--- config.mk ---
export PLATFORM = sky130hd
export DESIGN_NAME = rtcc_core
export DESIGN_NICKNAME = d
export VERILOG_FILES = /design/src/pkg/rtcc_pkg.sv /design/src/rtl/rtcc_core.sv /design/src/rtl/rtcc_divider.sv
export SDC_FILE = /design/constraint.sdc
export NUM_CORES = 1
export LEC_CHECK = 0
export ABC_CLOCK_PERIOD_IN_PS = 4550
export BUFFER_PORTS_ARGS = -buffer_cell sky130_fd_sc_hd__buf_2
export CORE_MARGIN = 1.5
export CORE_UTILIZATION = 40
export CTS_CLUSTER_DIAMETER = 40
export DETAILED_ROUTE_END_ITERATION = 8
export PLACE_DENSITY = 0.63
export SYNTH_ARGS = -nofsm -noshare
export SYNTH_HDL_FRONTEND = slang
export SYNTH_SLANG_ARGS = --single-unit
--- constraint.sdc ---
create_clock -name i_clk -period 4.55 [get_ports i_clk]
set_input_delay 0.2275 -clock i_clk [delete_from_list [all_inputs] [get_ports i_clk]]
set_output_delay 0.2275 -clock i_clk [all_outputs]
set_load 0.005 [all_outputs]
--- src/pkg/rtcc_pkg.sv ---
// Constants, field positions and state types for the timekeeping core.
// Assumes the register port carries 4-bit addresses and 8-bit data.
package rtcc_pkg;

  // Register addresses
  localparam logic [3:0] ADDR_SECONDS_COUNT      = 4'h0;
  localparam logic [3:0] ADDR_MINUTES_COUNT      = 4'h1;
  localparam logic [3:0] ADDR_HOURS_COUNT        = 4'h2;
  localparam logic [3:0] ADDR_WEEKDAY_COUNT      = 4'h3;
  localparam logic [3:0] ADDR_DAY_OF_MONTH_COUNT = 4'h4;
  localparam logic [3:0] ADDR_MONTH_COUNT        = 4'h5;
  localparam logic [3:0] ADDR_YEAR_COUNT         = 4'h6;
  localparam logic [3:0] ADDR_RATE_TRIM          = 4'h7;

  // Implemented bits of each register
  localparam logic [7:0] SECONDS_MASK      = 8'h7f;
  localparam logic [7:0] MINUTES_MASK      = 8'h7f;
  localparam logic [7:0] HOURS_MASK        = 8'h3f;
  localparam logic [7:0] WEEKDAY_MASK      = 8'h07;
  localparam logic [7:0] DAY_OF_MONTH_MASK = 8'h3f;
  localparam logic [7:0] MONTH_MASK        = 8'h1f;
  localparam logic [7:0] YEAR_MASK         = 8'hff;
  localparam logic [7:0] RATE_TRIM_MASK    = 8'hff;

  // Field positions
  localparam int TRIM_INTERVAL_SELECT_BIT = 7;
  localparam int TRIM_DIRECTION_BIT       = 6;
  localparam int HOUR_PM_BIT              = 5;

  // Reset values
  localparam logic [7:0] SECONDS_RESET      = 8'h00;
  localparam logic [7:0] MINUTES_RESET      = 8'h00;
  localparam logic [7:0] HOURS_RESET        = 8'h12;
  localparam logic [2:0] WEEKDAY_RESET      = 3'h0;
  localparam logic [7:0] DAY_OF_MONTH_RESET = 8'h01;
  localparam logic [7:0] MONTH_RESET        = 8'h01;
  localparam logic [7:0] YEAR_RESET         = 8'h00;
  localparam logic [7:0] RATE_TRIM_RESET    = 8'h00;

  // Counter limits, all BCD
  localparam logic [7:0] MINSEC_LAST    = 8'h59;
  localparam logic [7:0] HOUR24_LAST    = 8'h23;
  localparam logic [4:0] HOUR12_ELEVEN  = 5'h11;
  localparam logic [4:0] HOUR12_TWELVE  = 5'h12;
  localparam logic [4:0] HOUR12_ONE     = 5'h01;
  localparam logic [2:0] WEEKDAY_LAST   = 3'h6;
  localparam logic [7:0] DAY_FIRST      = 8'h01;
  localparam logic [7:0] MONTH_LAST     = 8'h12;
  localparam logic [7:0] YEAR_LAST      = 8'h99;
  localparam logic [7:0] DAYS_LONG      = 8'h31;
  localparam logic [7:0] DAYS_SHORT     = 8'h30;
  localparam logic [7:0] DAYS_FEB_LEAP  = 8'h29;
  localparam logic [7:0] DAYS_FEB       = 8'h28;
  localparam logic [7:0] MONTH_FEB      = 8'h02;
  localparam logic [7:0] MONTH_APR      = 8'h04;
  localparam logic [7:0] MONTH_JUN      = 8'h06;
  localparam logic [7:0] MONTH_SEP      = 8'h09;
  localparam logic [7:0] MONTH_NOV      = 8'h11;

  // Adjustment slots
  localparam logic [7:0] TRIM_SLOT_0    = 8'h00;
  localparam logic [7:0] TRIM_SLOT_20   = 8'h20;
  localparam logic [7:0] TRIM_SLOT_40   = 8'h40;

  // Oscillator cycles in one unadjusted second
  localparam logic [15:0] SECOND_NOMINAL_CYCLES = 16'h8000;

  typedef struct packed {
    logic [15:0] count;
    logic        sec_tick;
  } rtcc_div_s;

  typedef struct packed {
    logic [7:0] seconds;
    logic [7:0] minutes;
    logic [7:0] hours;
    logic [2:0] weekday;
    logic [7:0] mday;
    logic [7:0] month;
    logic [7:0] year;
    logic [7:0] trim;
    logic       trim_skip;
    logic [7:0] rd_data;
    logic       sec_pulse;
  } rtcc_core_s;

endpackage

--- src/rtl/rtcc_core.sv ---
// Time and calendar counters with oscillation adjustment, behind a simple
// register port. Assumes the serial front end turns bus transfers into
// single-cycle write strobes and sampled reads, and that the oscillator
// arrives as a synchronous tick. Power-up detection lives elsewhere.
module rtcc_core #(
  parameter logic [15:0] NOMINAL_CYCLES = rtcc_pkg::SECOND_NOMINAL_CYCLES // Cycles per second
) (
  input  wire logic       i_clk,       // System clock, 50 MHz
  input  wire logic       i_rst_n,     // Synchronous reset, active low
  input  wire logic       i_osc_tick,  // Oscillator cycle pulse
  input  wire logic       i_power_up,  // Power-up flag level
  input  wire logic       i_mode_12h,  // 12-hour mode select
  input  wire logic       i_wr_en,     // Register write strobe
  input  wire logic [3:0] i_addr,      // Register address
  input  wire logic [7:0] i_wr_data,   // Register write data
  output logic      [7:0] o_rd_data,   // Registered read data
  output logic            o_sec_pulse  // One-cycle pulse per second
);

  rtcc_pkg::rtcc_core_s cur;
  rtcc_pkg::rtcc_core_s nxt;

  logic        sec_tick;
  logic        sec_write;
  logic        trim_slot;
  logic [15:0] sec_length;

  // BCD increment of a two-digit value
  function automatic logic [7:0] bcd_inc(input logic [7:0] v);
    logic [7:0] r;
    r = 8'h00;
    if (v[3:0] == 4'h9) begin
      r = {v[7:4] + 4'h1, 4'h0};
    end else begin
      r = {v[7:4], v[3:0] + 4'h1};
    end
    return r;
  endfunction

  // Leap year from a BCD year
  function automatic logic is_leap(input logic [7:0] y);
    logic r;
    r = 1'b0;
    if (y[4]) begin
      r = (y[3:0] == 4'h2) || (y[3:0] == 4'h6);
    end else begin
      r = (y[3:0] == 4'h0) || (y[3:0] == 4'h4) || (y[3:0] == 4'h8);
    end
    return r;
  endfunction

  // Last day of a month, BCD
  function automatic logic [7:0] month_days(input logic [7:0] m, input logic [7:0] y);
    logic [7:0] r;
    r = rtcc_pkg::DAYS_LONG;
    if (m == rtcc_pkg::MONTH_FEB) begin
      r = is_leap(y) ? rtcc_pkg::DAYS_FEB_LEAP : rtcc_pkg::DAYS_FEB;
    end else if ((m == rtcc_pkg::MONTH_APR) || (m == rtcc_pkg::MONTH_JUN) ||
                 (m == rtcc_pkg::MONTH_SEP) || (m == rtcc_pkg::MONTH_NOV)) begin
      r = rtcc_pkg::DAYS_SHORT;
    end
    return r;
  endfunction

  // Hour wraps into the next day
  function automatic logic hour_wraps(input logic [7:0] h, input logic mode_12h);
    logic r;
    r = 1'b0;
    if (mode_12h) begin
      r = h[rtcc_pkg::HOUR_PM_BIT] && (h[4:0] == rtcc_pkg::HOUR12_ELEVEN);
    end else begin
      r = (h == rtcc_pkg::HOUR24_LAST);
    end
    return r;
  endfunction

  // Next hour value
  function automatic logic [7:0] hour_next(input logic [7:0] h, input logic mode_12h);
    logic [7:0] r;
    logic [7:0] inc;
    logic       pm;
    pm  = h[rtcc_pkg::HOUR_PM_BIT];
    inc = bcd_inc({3'b000, h[4:0]});
    r   = 8'h00;
    if (mode_12h) begin
      // afternoon bit and 12 o'clock codes
      if (h[4:0] == rtcc_pkg::HOUR12_TWELVE) begin
        r = {2'b00, pm, rtcc_pkg::HOUR12_ONE};
      end else if (h[4:0] == rtcc_pkg::HOUR12_ELEVEN) begin
        r = {2'b00, ~pm, rtcc_pkg::HOUR12_TWELVE};
      end else begin
        r = {2'b00, pm, inc[4:0]};
      end
    end else if (h == rtcc_pkg::HOUR24_LAST) begin
      r = 8'h00;
    end else begin
      r = bcd_inc(h);
    end
    return r;
  endfunction

  // Oscillator cycles in the current second
  function automatic logic [15:0] trim_length(input logic [15:0] nominal,
                                              input logic [7:0]  trim,
                                              input logic        apply);
    logic [15:0] r;
    logic [15:0] add_cycles;
    logic [15:0] sub_cycles;
    add_cycles = {9'h000, trim[5:0], 1'b0} - 16'h0002;
    sub_cycles = {9'h000, ~trim[5:0], 1'b0} + 16'h0002;
    r = nominal;
    // amount bits five to one zero
    if (!apply || (trim[5:1] == 5'h00)) begin
      r = nominal;
    end else if (trim[rtcc_pkg::TRIM_DIRECTION_BIT]) begin
      r = nominal - sub_cycles;
    end else begin
      r = nominal + add_cycles;
    end
    return r;
  endfunction

  // Register readback, unused bits zero
  function automatic logic [7:0] read_mux(input rtcc_pkg::rtcc_core_s s, input logic [3:0] a);
    logic [7:0] r;
    r = 8'h00;
    case (a)
      rtcc_pkg::ADDR_SECONDS_COUNT:      r = s.seconds & rtcc_pkg::SECONDS_MASK;
      rtcc_pkg::ADDR_MINUTES_COUNT:      r = s.minutes & rtcc_pkg::MINUTES_MASK;
      rtcc_pkg::ADDR_HOURS_COUNT:        r = s.hours & rtcc_pkg::HOURS_MASK;
      rtcc_pkg::ADDR_WEEKDAY_COUNT:      r = {5'h00, s.weekday};
      rtcc_pkg::ADDR_DAY_OF_MONTH_COUNT: r = s.mday & rtcc_pkg::DAY_OF_MONTH_MASK;
      rtcc_pkg::ADDR_MONTH_COUNT:        r = s.month & rtcc_pkg::MONTH_MASK;
      rtcc_pkg::ADDR_YEAR_COUNT:         r = s.year & rtcc_pkg::YEAR_MASK;
      rtcc_pkg::ADDR_RATE_TRIM:          r = s.trim & rtcc_pkg::RATE_TRIM_MASK;
      default:                           r = 8'h00;
    endcase
    return r;
  endfunction

  assign sec_write = i_wr_en && (i_addr == rtcc_pkg::ADDR_SECONDS_COUNT);

  assign trim_slot = (cur.seconds == rtcc_pkg::TRIM_SLOT_0) ||
                     (!cur.trim[rtcc_pkg::TRIM_INTERVAL_SELECT_BIT] &&
                      ((cur.seconds == rtcc_pkg::TRIM_SLOT_20) ||
                       (cur.seconds == rtcc_pkg::TRIM_SLOT_40)));

  assign sec_length = trim_length(NOMINAL_CYCLES, cur.trim, trim_slot && !cur.trim_skip);

  rtcc_divider u_divider (
    .i_clk      (i_clk),
    .i_rst_n    (i_rst_n),
    .i_osc_tick (i_osc_tick),
    .i_clear    (sec_write),
    .i_length   (sec_length),
    .o_sec_tick (sec_tick)
  );

  always_comb begin
    logic c_sec;
    logic c_min;
    logic c_hour;
    logic c_day;
    logic c_month;
    c_sec   = 1'b0;
    c_min   = 1'b0;
    c_hour  = 1'b0;
    c_day   = 1'b0;
    c_month = 1'b0;
    nxt           = cur;
    nxt.sec_pulse = sec_tick;
    nxt.rd_data   = read_mux(cur, i_addr);

    if (sec_tick) begin
      c_sec       = (cur.seconds == rtcc_pkg::MINSEC_LAST);
      nxt.seconds = c_sec ? 8'h00 : bcd_inc(cur.seconds);
      // a new slot may adjust again
      nxt.trim_skip = 1'b0;
    end
    if (c_sec) begin
      c_min       = (cur.minutes == rtcc_pkg::MINSEC_LAST);
      nxt.minutes = c_min ? 8'h00 : bcd_inc(cur.minutes);
    end
    if (c_min) begin
      c_hour    = hour_wraps(cur.hours, i_mode_12h);
      nxt.hours = hour_next(cur.hours, i_mode_12h);
    end
    if (c_hour) begin
      if (cur.weekday == rtcc_pkg::WEEKDAY_LAST) begin
        nxt.weekday = 3'h0;
      end else begin
        nxt.weekday = cur.weekday + 3'h1;
      end
      c_day    = (cur.mday == month_days(cur.month, cur.year));
      nxt.mday = c_day ? rtcc_pkg::DAY_FIRST : bcd_inc(cur.mday);
    end
    if (c_day) begin
      c_month   = (cur.month == rtcc_pkg::MONTH_LAST);
      nxt.month = c_month ? 8'h01 : bcd_inc(cur.month);
    end
    if (c_month) begin
      nxt.year = (cur.year == rtcc_pkg::YEAR_LAST) ? 8'h00 : bcd_inc(cur.year);
    end

    // Host writes win over counting for the addressed register
    if (i_wr_en) begin
      case (i_addr)
        rtcc_pkg::ADDR_SECONDS_COUNT:      nxt.seconds = i_wr_data & rtcc_pkg::SECONDS_MASK;
        rtcc_pkg::ADDR_MINUTES_COUNT:      nxt.minutes = i_wr_data & rtcc_pkg::MINUTES_MASK;
        rtcc_pkg::ADDR_HOURS_COUNT:        nxt.hours = i_wr_data & rtcc_pkg::HOURS_MASK;
        rtcc_pkg::ADDR_WEEKDAY_COUNT:      nxt.weekday = i_wr_data[2:0];
        rtcc_pkg::ADDR_DAY_OF_MONTH_COUNT: nxt.mday = i_wr_data & rtcc_pkg::DAY_OF_MONTH_MASK;
        rtcc_pkg::ADDR_MONTH_COUNT:        nxt.month = i_wr_data & rtcc_pkg::MONTH_MASK;
        rtcc_pkg::ADDR_YEAR_COUNT:         nxt.year = i_wr_data & rtcc_pkg::YEAR_MASK;
        rtcc_pkg::ADDR_RATE_TRIM: begin
          nxt.trim = i_wr_data & rtcc_pkg::RATE_TRIM_MASK;
          nxt.trim_skip = 1'b1;
        end
        default: begin
          nxt.trim_skip = nxt.trim_skip;
        end
      endcase
    end

    if (i_power_up) begin
      nxt.trim = rtcc_pkg::RATE_TRIM_RESET;
    end
  end

  always_ff @(posedge i_clk) begin
    if (!i_rst_n) begin
      cur           <= '0;
      cur.seconds   <= rtcc_pkg::SECONDS_RESET;
      cur.minutes   <= rtcc_pkg::MINUTES_RESET;
      cur.hours     <= rtcc_pkg::HOURS_RESET;
      cur.weekday   <= rtcc_pkg::WEEKDAY_RESET;
      cur.mday      <= rtcc_pkg::DAY_OF_MONTH_RESET;
      cur.month     <= rtcc_pkg::MONTH_RESET;
      cur.year      <= rtcc_pkg::YEAR_RESET;
      cur.trim      <= rtcc_pkg::RATE_TRIM_RESET;
    end else begin
      cur <= nxt;
    end
  end

  assign o_rd_data   = cur.rd_data;
  assign o_sec_pulse = cur.sec_pulse;

endmodule

--- src/rtl/rtcc_divider.sv ---
// Sub-second divider: counts oscillator ticks into one-second ticks.
// Assumes i_osc_tick is a one-cycle pulse per oscillator cycle, synchronous to i_clk.
module rtcc_divider (
  input  wire logic        i_clk,      // System clock
  input  wire logic        i_rst_n,    // Synchronous reset, active low
  input  wire logic        i_osc_tick, // One oscillator cycle elapsed
  input  wire logic        i_clear,    // Restart the current second
  input  wire logic [15:0] i_length,   // Oscillator cycles in this second
  output logic             o_sec_tick  // One-cycle pulse at end of second
);

  rtcc_pkg::rtcc_div_s cur;
  rtcc_pkg::rtcc_div_s nxt;

  always_comb begin
    nxt          = cur;
    nxt.sec_tick = 1'b0;
    if (i_clear) begin
      nxt.count = 16'h0000;
    end else if (i_osc_tick) begin
      if (cur.count >= i_length - 16'h0001) begin
        nxt.count    = 16'h0000;
        nxt.sec_tick = 1'b1;
      end else begin
        nxt.count = cur.count + 16'h0001;
      end
    end
  end

  always_ff @(posedge i_clk) begin
    if (!i_rst_n) begin
      cur <= '0;
    end else begin
      cur <= nxt;
    end
  end

  assign o_sec_tick = cur.sec_tick;

endmodule

Word level (Yosys, flattened, before mapping)
Cells that the tools add are included.
{ "totals": {"reg_bits": 86, "inputBits": 18, "out_inout_bits": 9} }
{ "op_classes": {"add_sub_neg": 20, "eq_ne": 33, "bitwise_logic": 4, "order_cmp": 1, "n_reduce_logical": 24, "mux": 52} }
{ "ops": {"columns": ["operator", "count"], "rows": [
  ["$mux 8", 26],
  ["$pmux 8 s8", 1],
  ["$mux 60", 1],
  ["$add 4x1->4 const B", 12],
  ["$mux 16", 3],
  ["$eq 4x4->1 const B", 7],
  ["$eq 4x3->1 const B", 6],
  ["$eq 8x7->1 const B", 3],
  ["$add 16x1->16 const B", 1],
  ["$add 16x16->16 const A", 1],
  ["$eq 8x3->1 const B", 2],
  ["$eq 8x5->1 const B", 2],
  ["$eq 8x6->1 const B", 2],
  ["$ge 16x16->1", 1],
  ["$sub 16x1->16 const B", 1],
  ["$sub 16x8->16 const A", 1],
  ["$mux 1", 14],
  ["$eq 4x2->1 const B", 3],
  ["$mux 6", 2],
  ["$mux 11", 1],
  ["$eq 5x5->1 const B", 2],
  ["$mux 5", 2],
  ["$logic_or 1x1->1", 9],
  ["$add 7x2->8 const B", 1],
  ["20 further kinds", 30]
]} }

Logic depth before layout (Yosys ltp)
Gate-level depths: netlist (run 1).
{ "depth": {"ltp_word": 15, "ltp_mapped": 20, "mapped_depth_nobuf": 18} }

Hierarchy
A second synthesis (run 1) with hierarchy kept.
{ "hier_totals": {"cells_unflattened": 770, "area_unflattened_um2": 6069.6} }
{ "modules_own_cells": {"columns": ["module", "seq_area_each_um2", "instances", "cells_per_inst", "area_each_um2"], "rows": [
  ["rtcc_core", 1381.3, 1, 610, 4742.0],
  ["rtcc_divider", 340.3, 1, 160, 1327.5]
]} }

Worst setup path before layout (run 1)
Ideal clock, no wire load.
{ "synth_timing": {"path_type": "register -> register", "from": "register cur[61] (netlist bit)", "to": "register u_divider.cur[10] (netlist bit)", "required_ps": 4485, "period_less_slack_ps": 3788, "setup_ps": 65, "path_slack_ps": 762, "path_stages_with_launch": 20, "arrival_ps": 3722, "path_cell_list": "dfxtp_1 inv_1 ha_1 or4b_2 a211oi_1 and2_1 nand3_1 ha_1 buf_1 nand3_1 mux2_2 ha_1 a21oi_1 nor2_1 nor2_1 a21oi_1 a21oi_1 nand4_1 clkbuf_1 nor2_1"} }
{ "synth_between": {"elab_chain_cells": 11} }
{ "synth_rtl": {"columns": ["element", "line", "rtl"], "rows": [
  ["start: declaration", "rtcc_core.sv:20", "rtcc_pkg::rtcc_core_s cur;"],
  ["start signal: assignment", "rtcc_core.sv:242", "cur <= nxt;"],
  ["$eq 8x6->1 or $eq 8x7->1 (tied branches)", "rtcc_core.sv:145, rtcc_core.sv:146", null],
  ["$logic_or 1x1->1", "rtcc_core.sv:145", "((cur.seconds == rtcc_pkg::TRIM_SLOT_20) ||"],
  ["$logic_and 1x1->1", "rtcc_core.sv:144", "(!cur.trim[rtcc_pkg::TRIM_INTERVAL_SELECT_BIT] &&"],
  ["$logic_or 1x1->1 (*)", "rtcc_core.sv:143", "assign trim_slot = (cur.seconds == rtcc_pkg::TRIM_SLOT_0) ||"],
  ["$logic_and 1x1->1 (*)", "rtcc_core.sv:148", "assign sec_length = trim_length(NOMINAL_CYCLES, cur.trim, trim_slot && !cur.trim_skip);"],
  ["$logic_not 1->1 (*)", "rtcc_core.sv:113", "if (!apply || (trim[5:1] == 5'h00)) begin"],
  ["$logic_or 1x1->1 (*)", "rtcc_core.sv:113", null],
  ["$mux 16 (*)", "rtcc_core.sv:113", null],
  ["$sub 16x1->16 (*)", "rtcc_divider.sv:21", "if (cur.count >= i_length - 16'h0001) begin"],
  ["$ge 16x16->1 (*)", "rtcc_divider.sv:21", null],
  ["$mux 16 (*)", "rtcc_divider.sv:21", null],
  ["end signal: assignment", "rtcc_divider.sv:34", "cur <= nxt;"],
  ["end: declaration", "rtcc_divider.sv:12", "rtcc_pkg::rtcc_div_s cur;"]
]} }
Every way passes the cells marked *; elsewhere a longest branch is shown, timed or not.
A chain may end at the register's enable or synchronous reset.

Worst setup path in the final report (run 1)
{ "layout_timing": {"from": "register cur[61] (netlist bit)", "to": "register u_divider.cur[1] (netlist bit)"} }
The elaborated chain is that of the path after synthesis.

==> results of run 1 <==
## critical path, stage by stage, from the launching register on
cell and delay, ns:
dfxtp_1 0.37, inv_1 0.10, ha_1 0.13, or4b_2 0.59, a211oi_1 0.32, and2_1 0.25
nand3_1 0.09, ha_1 0.30, nand3_1 0.11, mux2_2 0.34, ha_1 0.29, a21oi_1 0.14
nor2_1 0.05, nor2_1 0.08, a21oi_1 0.07, a21oi_1 0.16, nand4_1 0.11, buf_4 0.23
nor2_1 0.10
## cells by family after synthesis
kind of cell             count (synthesis)  share of synthesized area
multiplexers                            31                     0.0579
buffers and inverters                   69                     0.0520
AND/OR/NAND/NOR                        316                      0.274
XOR/XNOR                                33                     0.0490
AO/OA/AOI/OAI                          179                      0.188
flip-flops                              86                      0.292
adder cells (fa/ha/maj)                 41                     0.0870
## per-stage QoR
stage | std cells | total power, W | worst slack, ns | util | instance area, um^2
detailed placement | 921 | 0.000933 | 0.637 | 0.418 | 6050
finish | 937 | 0.00169 | 0.650 | 0.439 | 6360
CTS | 937 | 0.00171 | 0.632 | 0.439 | 6360
global route | 937 | 0.00176 | 0.234 | 0.439 | 6360
global placement | 921 | 0.000933 | 0.761 | 0.418 | 6050
floorplan | 755 | 0.000888 | 0.762 | - | 5900
## power breakdown
part / leakage (nW) / switching (W) / internal [W] / total, W
Clock: 0.149 / 0.000332 / 0.000444 / 0.000775
Sequential: 0.695 / 0.0000182 / 0.000764 / 0.000782
Combinational: 1.56 / 0.0000880 / 0.0000487 / 0.000137
Total: 2.41 / 0.000438 / 0.00126 / 0.00169
## layout make-up
type                       instances  share of cell area
clock buffer                      10              0.0376
multi-input combinational        600               0.608
inverter                          23              0.0136
clock inverter                     6              0.0108
tap                              184              0.0362
timing repair buffer              28              0.0228
sequential                        86               0.271
## worst max-delay path by stage
stage                        from           endpoint  slack (ns)  depth (start not counted)
after floorplan           cur[61]  u_divider.cur[10]        0.76                         19
after global placement    cur[61]   u_divider.cur[4]        0.76                         18
after detailed placement  cur[61]  u_divider.cur[14]        0.64                         18
after CTS                 cur[61]   u_divider.cur[9]        0.63                         18
after global routing      cur[61]   u_divider.cur[7]        0.23                         18
final                     cur[61]   u_divider.cur[1]        0.65                         18
## flip-flops by register name, summed over array words and instances, names as in the netlist
name                  cells
o_sec_pulse               1
u_divider.cur            16
u_divider.o_sec_tick      1
cur                      60
o_rd_data                 8
## per-layer routing
| metal | routed length [um] | track usage | part of all wire | vias up |
|---|---|---|---|---|
| li1 | - | - | - | 2713 |
| met1 | 7620 | 0.289 | 0.50 | 2484 |
| met2 | 6540 | 0.301 | 0.43 | 120 |
| met3 | 707 | 0.0253 | 0.047 | 16 |
| met4 | 259 | 0.0676 | 0.017 | 0 |
| met5 | 0 | 0 | 0 | - |
## layout by cell type (no fill, tap or decap), types with 12 or more instances in the layout
cell type,instances
xor2_1,17
buf_2,26
ha_1,41
nor3_1,19
a31oi_1,14
inv_1,23
xnor2_1,16
nand3_1,30
nand2_1,65
a211oi_1,14
a21oi_1,49
nor2_1,97
mux2i_1,24
nand4_1,13
dfxtp_1,86
o21ai_0,57
nor2b_1,12
==> impl_metrics.tcl, run 1 <==
set metrics [dict create \
    crit_arrival_ns 4.18 \
    avgSynthCellArea_um2 7.81 \
    run_status "finished clean" \
    postCtsSetupRepairBufs 0 \
    hp-class "input pin to flop" \
    port-buffer-count 26 \
    cts_resized 0 \
    worst_slew_pin_slew_ns 1.14 \
    slew_headroom 0.240 \
    slew_violations 0 \
    nNetsFinal 807 \
    synth_cells 755 \
    final-seq-area_um2 1720 \
    post_synth_num_cell_types 68 \
    worstSetupPathType "flop to flop" \
    ios 27 \
    fmax_ghz 0.256 \
    cts_root_buf "clkbuf_16" \
    min_period_ns 3.90 \
    synth_enable_flop_cells 0 \
    crit_path_end_kind "flop" \
    synth.most_common_cell "nor2_1" \
    chipWidth_um 124 \
    viasPerCell 5.69 \
    ys_warn_count 0 \
    start_util 0.407 \
    p_leak_nw 2.41 \
    setup_viol 0 \
    tns_ns 0 \
    synth_ff_type "dfxtp_1" \
    cts_made_buffers 9 \
    period_share 0.857 \
    htree_levels 3 \
    peakVddDrop_mv 0.178 \
    max_cap_viol_count 0 \
    antenna_found_initial 0 \
    syn_nets 814 \
    grt_max_degree 32 \
    dpl.hpwl_mm 10.7 \
    hold_viol 0 \
    finalClockSkew_ns 0.0135 \
    clkLatencyLatePin_ns 0.35 \
    drtIter0Drc 383 \
    clockBufferDepth 2 \
    synthesis.area_um2 5900 \
    synthArstFlopShare 0 \
    drc_errors 0 \
    drtAntennaViolNets 0 \
    hold_start "i_wr_data[7]" \
    yosys-top-cells-count "nor2_1 (97), dfxtp_1 (86), nand2_1 (65), o21ai_0 (57), a21oi_1 (49)" \
    dr_total_vias 5333 \
    synth_top_cells_by_area "dfxtp_1 (29%), ha_1 (8.7%), nor2_1 (6.2%)" \
    cts-hold-fix-buffers 0 \
    synth.top_cell.area_share 0.292 \
    syn2layout_area_growth_pct 7.85 \
    ys_seq_area_frac 0.292 \
    crit_fanout 16 \
    synth_top_cell_by_area "dfxtp_1" \
    drive_above_1_share 0.0797 \
    route.final.wire_length_mm 15.1 \
    pwr_density_cell_nw_per_um2 266 \
    num_rows 44 \
    grt_pass1_wl_mm 24.9 \
    wl_per_cell_um 16.1 \
    required_ns 4.83 \
    timing.hold.ws_ns 0.169 \
    grt.total_usage 0.198 \
    rr_startpoint "cur[61]" \
    clkTransAtPathRegs_ns 0.07 \
    grt-ovfl-total 0 \
    core-area_um2 14500 \
    timing.hold.worst_endpoint "cur[17]" \
    rsz0062_at_grt "no" \
    dieArea_um2 15500 \
    drt_pass1_iterations 5 \
    yosys_register_bits 86 \
    whs_path_depth 3 \
    cts_tree "built" \
    multiInputGateArea_um2 3870 \
    place.gp.congestion 0.842 \
    n_antenna_cell 0 \
    worstRegToRegCells 18 \
    worstSetupStartpointType "flop" \
    r2r_setup_slack_ns 0.65 \
    final.fill_count 1488 \
    die_y_um 124 \
    grt_pass1_vias 4731 \
    clkSinkCount 86 \
    worstReg2RegEnd "u_divider.cur[1]" \
]
Power figures use the tool's default switching activity.
==> run 2: changes to the inputs <==
--- a/config.mk
+++ b/config.mk
@@ -5,6 +5,7 @@
 export SDC_FILE = /design/constraint.sdc
 export NUM_CORES = 1
 export LEC_CHECK = 0
+export ABC_AREA = 1
 export ABC_CLOCK_PERIOD_IN_PS = 4550
 export BUFFER_PORTS_ARGS = -buffer_cell sky130_fd_sc_hd__buf_2
 export CORE_MARGIN = 1.5
==> impl_metrics.tcl, run 2 <==
set metrics [dict create \
    min_period_ns 3.68 \
    n_antenna_cell 0 \
    met2_length_mm 6.96 \
    worstRegToRegCells 22 \
    cts-hold-fix-buffers 0 \
    drive_above_1_share 0.0674 \
    dr_total_vias 5529 \
    cp.depth 22 \
    synth_top_cell_by_area "dfxtp_1" \
    crit_path_max_incr_delay_ns 0.41 \
    drtAntennaViolNets 0 \
    slowest_stage "nor4_1" \
    ios 27 \
    cts_resized 0 \
    dieArea_um2 15300 \
    grt-ovfl-total 0 \
    yosys_register_bits 86 \
    synth_top_cells_by_area "dfxtp_1 (30%), inv_1 (9.6%), nand2_1 (9.6%)" \
    worst_slew_pin_slew_ns 0.820 \
    clkLatencyLatePin_ns 0.36 \
    top_layer_used "met4" \
    crit_family "simple AND/OR/NAND/NOR gates" \
    tns_ns 0 \
    synthesis.area_um2 5810 \
    grt_pass1_wl_mm 25.0 \
    largest_reg_flops 60 \
    cts_root_buf "clkbuf_16" \
    timing.hold.ws_ns 0.185 \
    max_cap_viol_count 0 \
    critical_path.cell_chain "inv_1, ha_1, nand3_1, nor4_1, o21ai_0, inv_1, nand2_1, ha_1, inv_1, nor2_1, nand2_1, inv_1, nor2_1, inv_1, ha_1, a21oi_1, o21ai_0, a21oi_1, nand2_1, nand2_1, nand2_1, a21oi_1" \
    syn2layout_area_growth_pct 9.17 \
    synth_enable_flop_cells 0 \
    syn_nets 925 \
    synthArstFlopShare 0 \
    required_ns 4.83 \
    hp-class "input pin to flop" \
    final_util 0.452 \
    nNetsFinal 944 \
    routed-wl-met3_um 899 \
    grt.total_usage 0.213 \
    synth_cells 866 \
    drtIter0Drc 473 \
    cts_tree "built" \
    run_status "finished clean" \
    avgSynthCellArea_um2 6.71 \
    final.fill_count 1458 \
    chipWidth_um 124 \
    crit_buf_inv 5 \
    slew_headroom 0.446 \
    ys_warn_count 0 \
    rsz0062_at_grt "no" \
    dp_slack_ns 0.834 \
    port-buffer-count 26 \
    synth_ff_type "dfxtp_1" \
    clkSinkCount 86 \
    wl_met1_mm 7.26 \
    drt_pass1_iterations 5 \
    cts_made_buffers 9 \
    postCtsSetupRepairBufs 0 \
    wl_per_cell_um 14.3 \
    antenna_found_initial 0 \
    pwr_density_cell_nw_per_um2 260 \
    worstSetupPathType "flop to flop" \
    die_y_um 124 \
    mostFrequentLayoutCell "inv_1" \
    period_share 0.809 \
    start_util 0.414 \
    hold_viol 0 \
    yosys-top-cells-count "inv_1 (149), nand2_1 (148), nor2_1 (100), dfxtp_1 (86), a21oi_1 (65)" \
    whs_path_depth 3 \
    num_rows 43 \
    synth.top_cell.area_share 0.296 \
    peakVddDrop_mv 0.169 \
    clockBufferDepth 2 \
    clkTransAtPathRegs_ns 0.07 \
    worstSetupStartpointType "flop" \
    htree_levels 3 \
    ys_seq_area_frac 0.296 \
    dpl.hpwl_mm 11.8 \
    grt_pass1_vias 5042 \
    fin_ws_ns 0.871 \
    final_cell_mix "inv_1 (149), nand2_1 (148), nor2_1 (100)" \
    drc_errors 0 \
    place.gp.congestion 0.927 \
    finalClockSkew_ns 0.00921 \
    crit_fanout 16 \
    grt_max_degree 29 \
    fmax_ghz 0.272 \
    setup_viol 0 \
    p_leak_nw 3.08 \
    post_synth_num_cell_types 49 \
    viasPerCell 5.17 \
    synth.most_common_cell "inv_1" \
    slew_violations 0 \
    crit_path_end_kind "flop" \
    core-area_um2 14000 \
    max_flop_register "cur" \
    route.final.wire_length_mm 15.4 \
    crit_arrival_ns 3.96 \
]
## run 2: changes by cell type in the layout (fill, tap and decap cells not counted), moves of 8 or more
cell,change
xnor2_1,-9
nand2b_1,-10
mux2i_1,-24
o21ai_0,-11
a21oi_1,+16
a31oi_1,-8
nand3_1,+29
nand3b_1,-9
o22ai_1,+24
inv_1,+126
and3_1,-9
nand2_1,+83
a211oi_1,-12
nor2b_1,-12
## run 2: logic make-up after synthesis
group | Yosys count | synth area share
flops | 86 | 0.296
buf+inv | 172 | 0.119
fa+ha+maj | 41 | 0.0883
simple gates | 362 | 0.279
compound gates | 177 | 0.176
xor+xnor | 28 | 0.0422
## run 2: final cells by class
class | count | area (um^2) | share of cell area
flip-flops and latches | 86 | 1720 | 0.271
inverters | 154 | 583 | 0.0919
multi-input cells | 608 | 3400 | 0.536
repair buffers | 26 | 130 | 0.0205
clock inverters | 6 | 45.0 | 0.00710
clock buffers | 10 | 239 | 0.0377
well taps | 180 | 225 | 0.0355
## run 2: layer usage
metal / vias up / GRT usage
met4: 0 / 0.0675
met3: 16 / 0.0327
met5: - / 0
met1: 2473 / 0.286
li1: 2895 / -
met2: 145 / 0.351
## run 2: tightest hold or removal path, stage by stage
cell and delay (ns):
buf_2 0.10, o21ai_0 0.08, a21oi_1 0.10
## run 2: path summary, 6_finish.rpt
check                from                to  slack, ns
max               cur[62]  u_divider.cur[1]       0.87
min          i_wr_data[7]           cur[17]       0.19
min reg2reg       cur[60]           cur[60]       0.47
max reg2reg       cur[62]  u_divider.cur[1]       0.87
## run 2: where the power goes
group	internal, W	switching, W	leakage (nW)
clock	0.000387	0.000334	0.131
sequential	0.000764	0.0000115	0.695
combinational	0.0000491	0.000104	2.25
## run 2: metrics by stage
stage	total power (W)	cells	instance area (um^2)
floorplan	0.000897	866	5810
global placement	0.000944	1054	6060
detailed placement	0.000944	1054	6060
CTS	0.00167	1070	6340
global route	0.00171	1070	6340
finish	0.00165	1070	6340
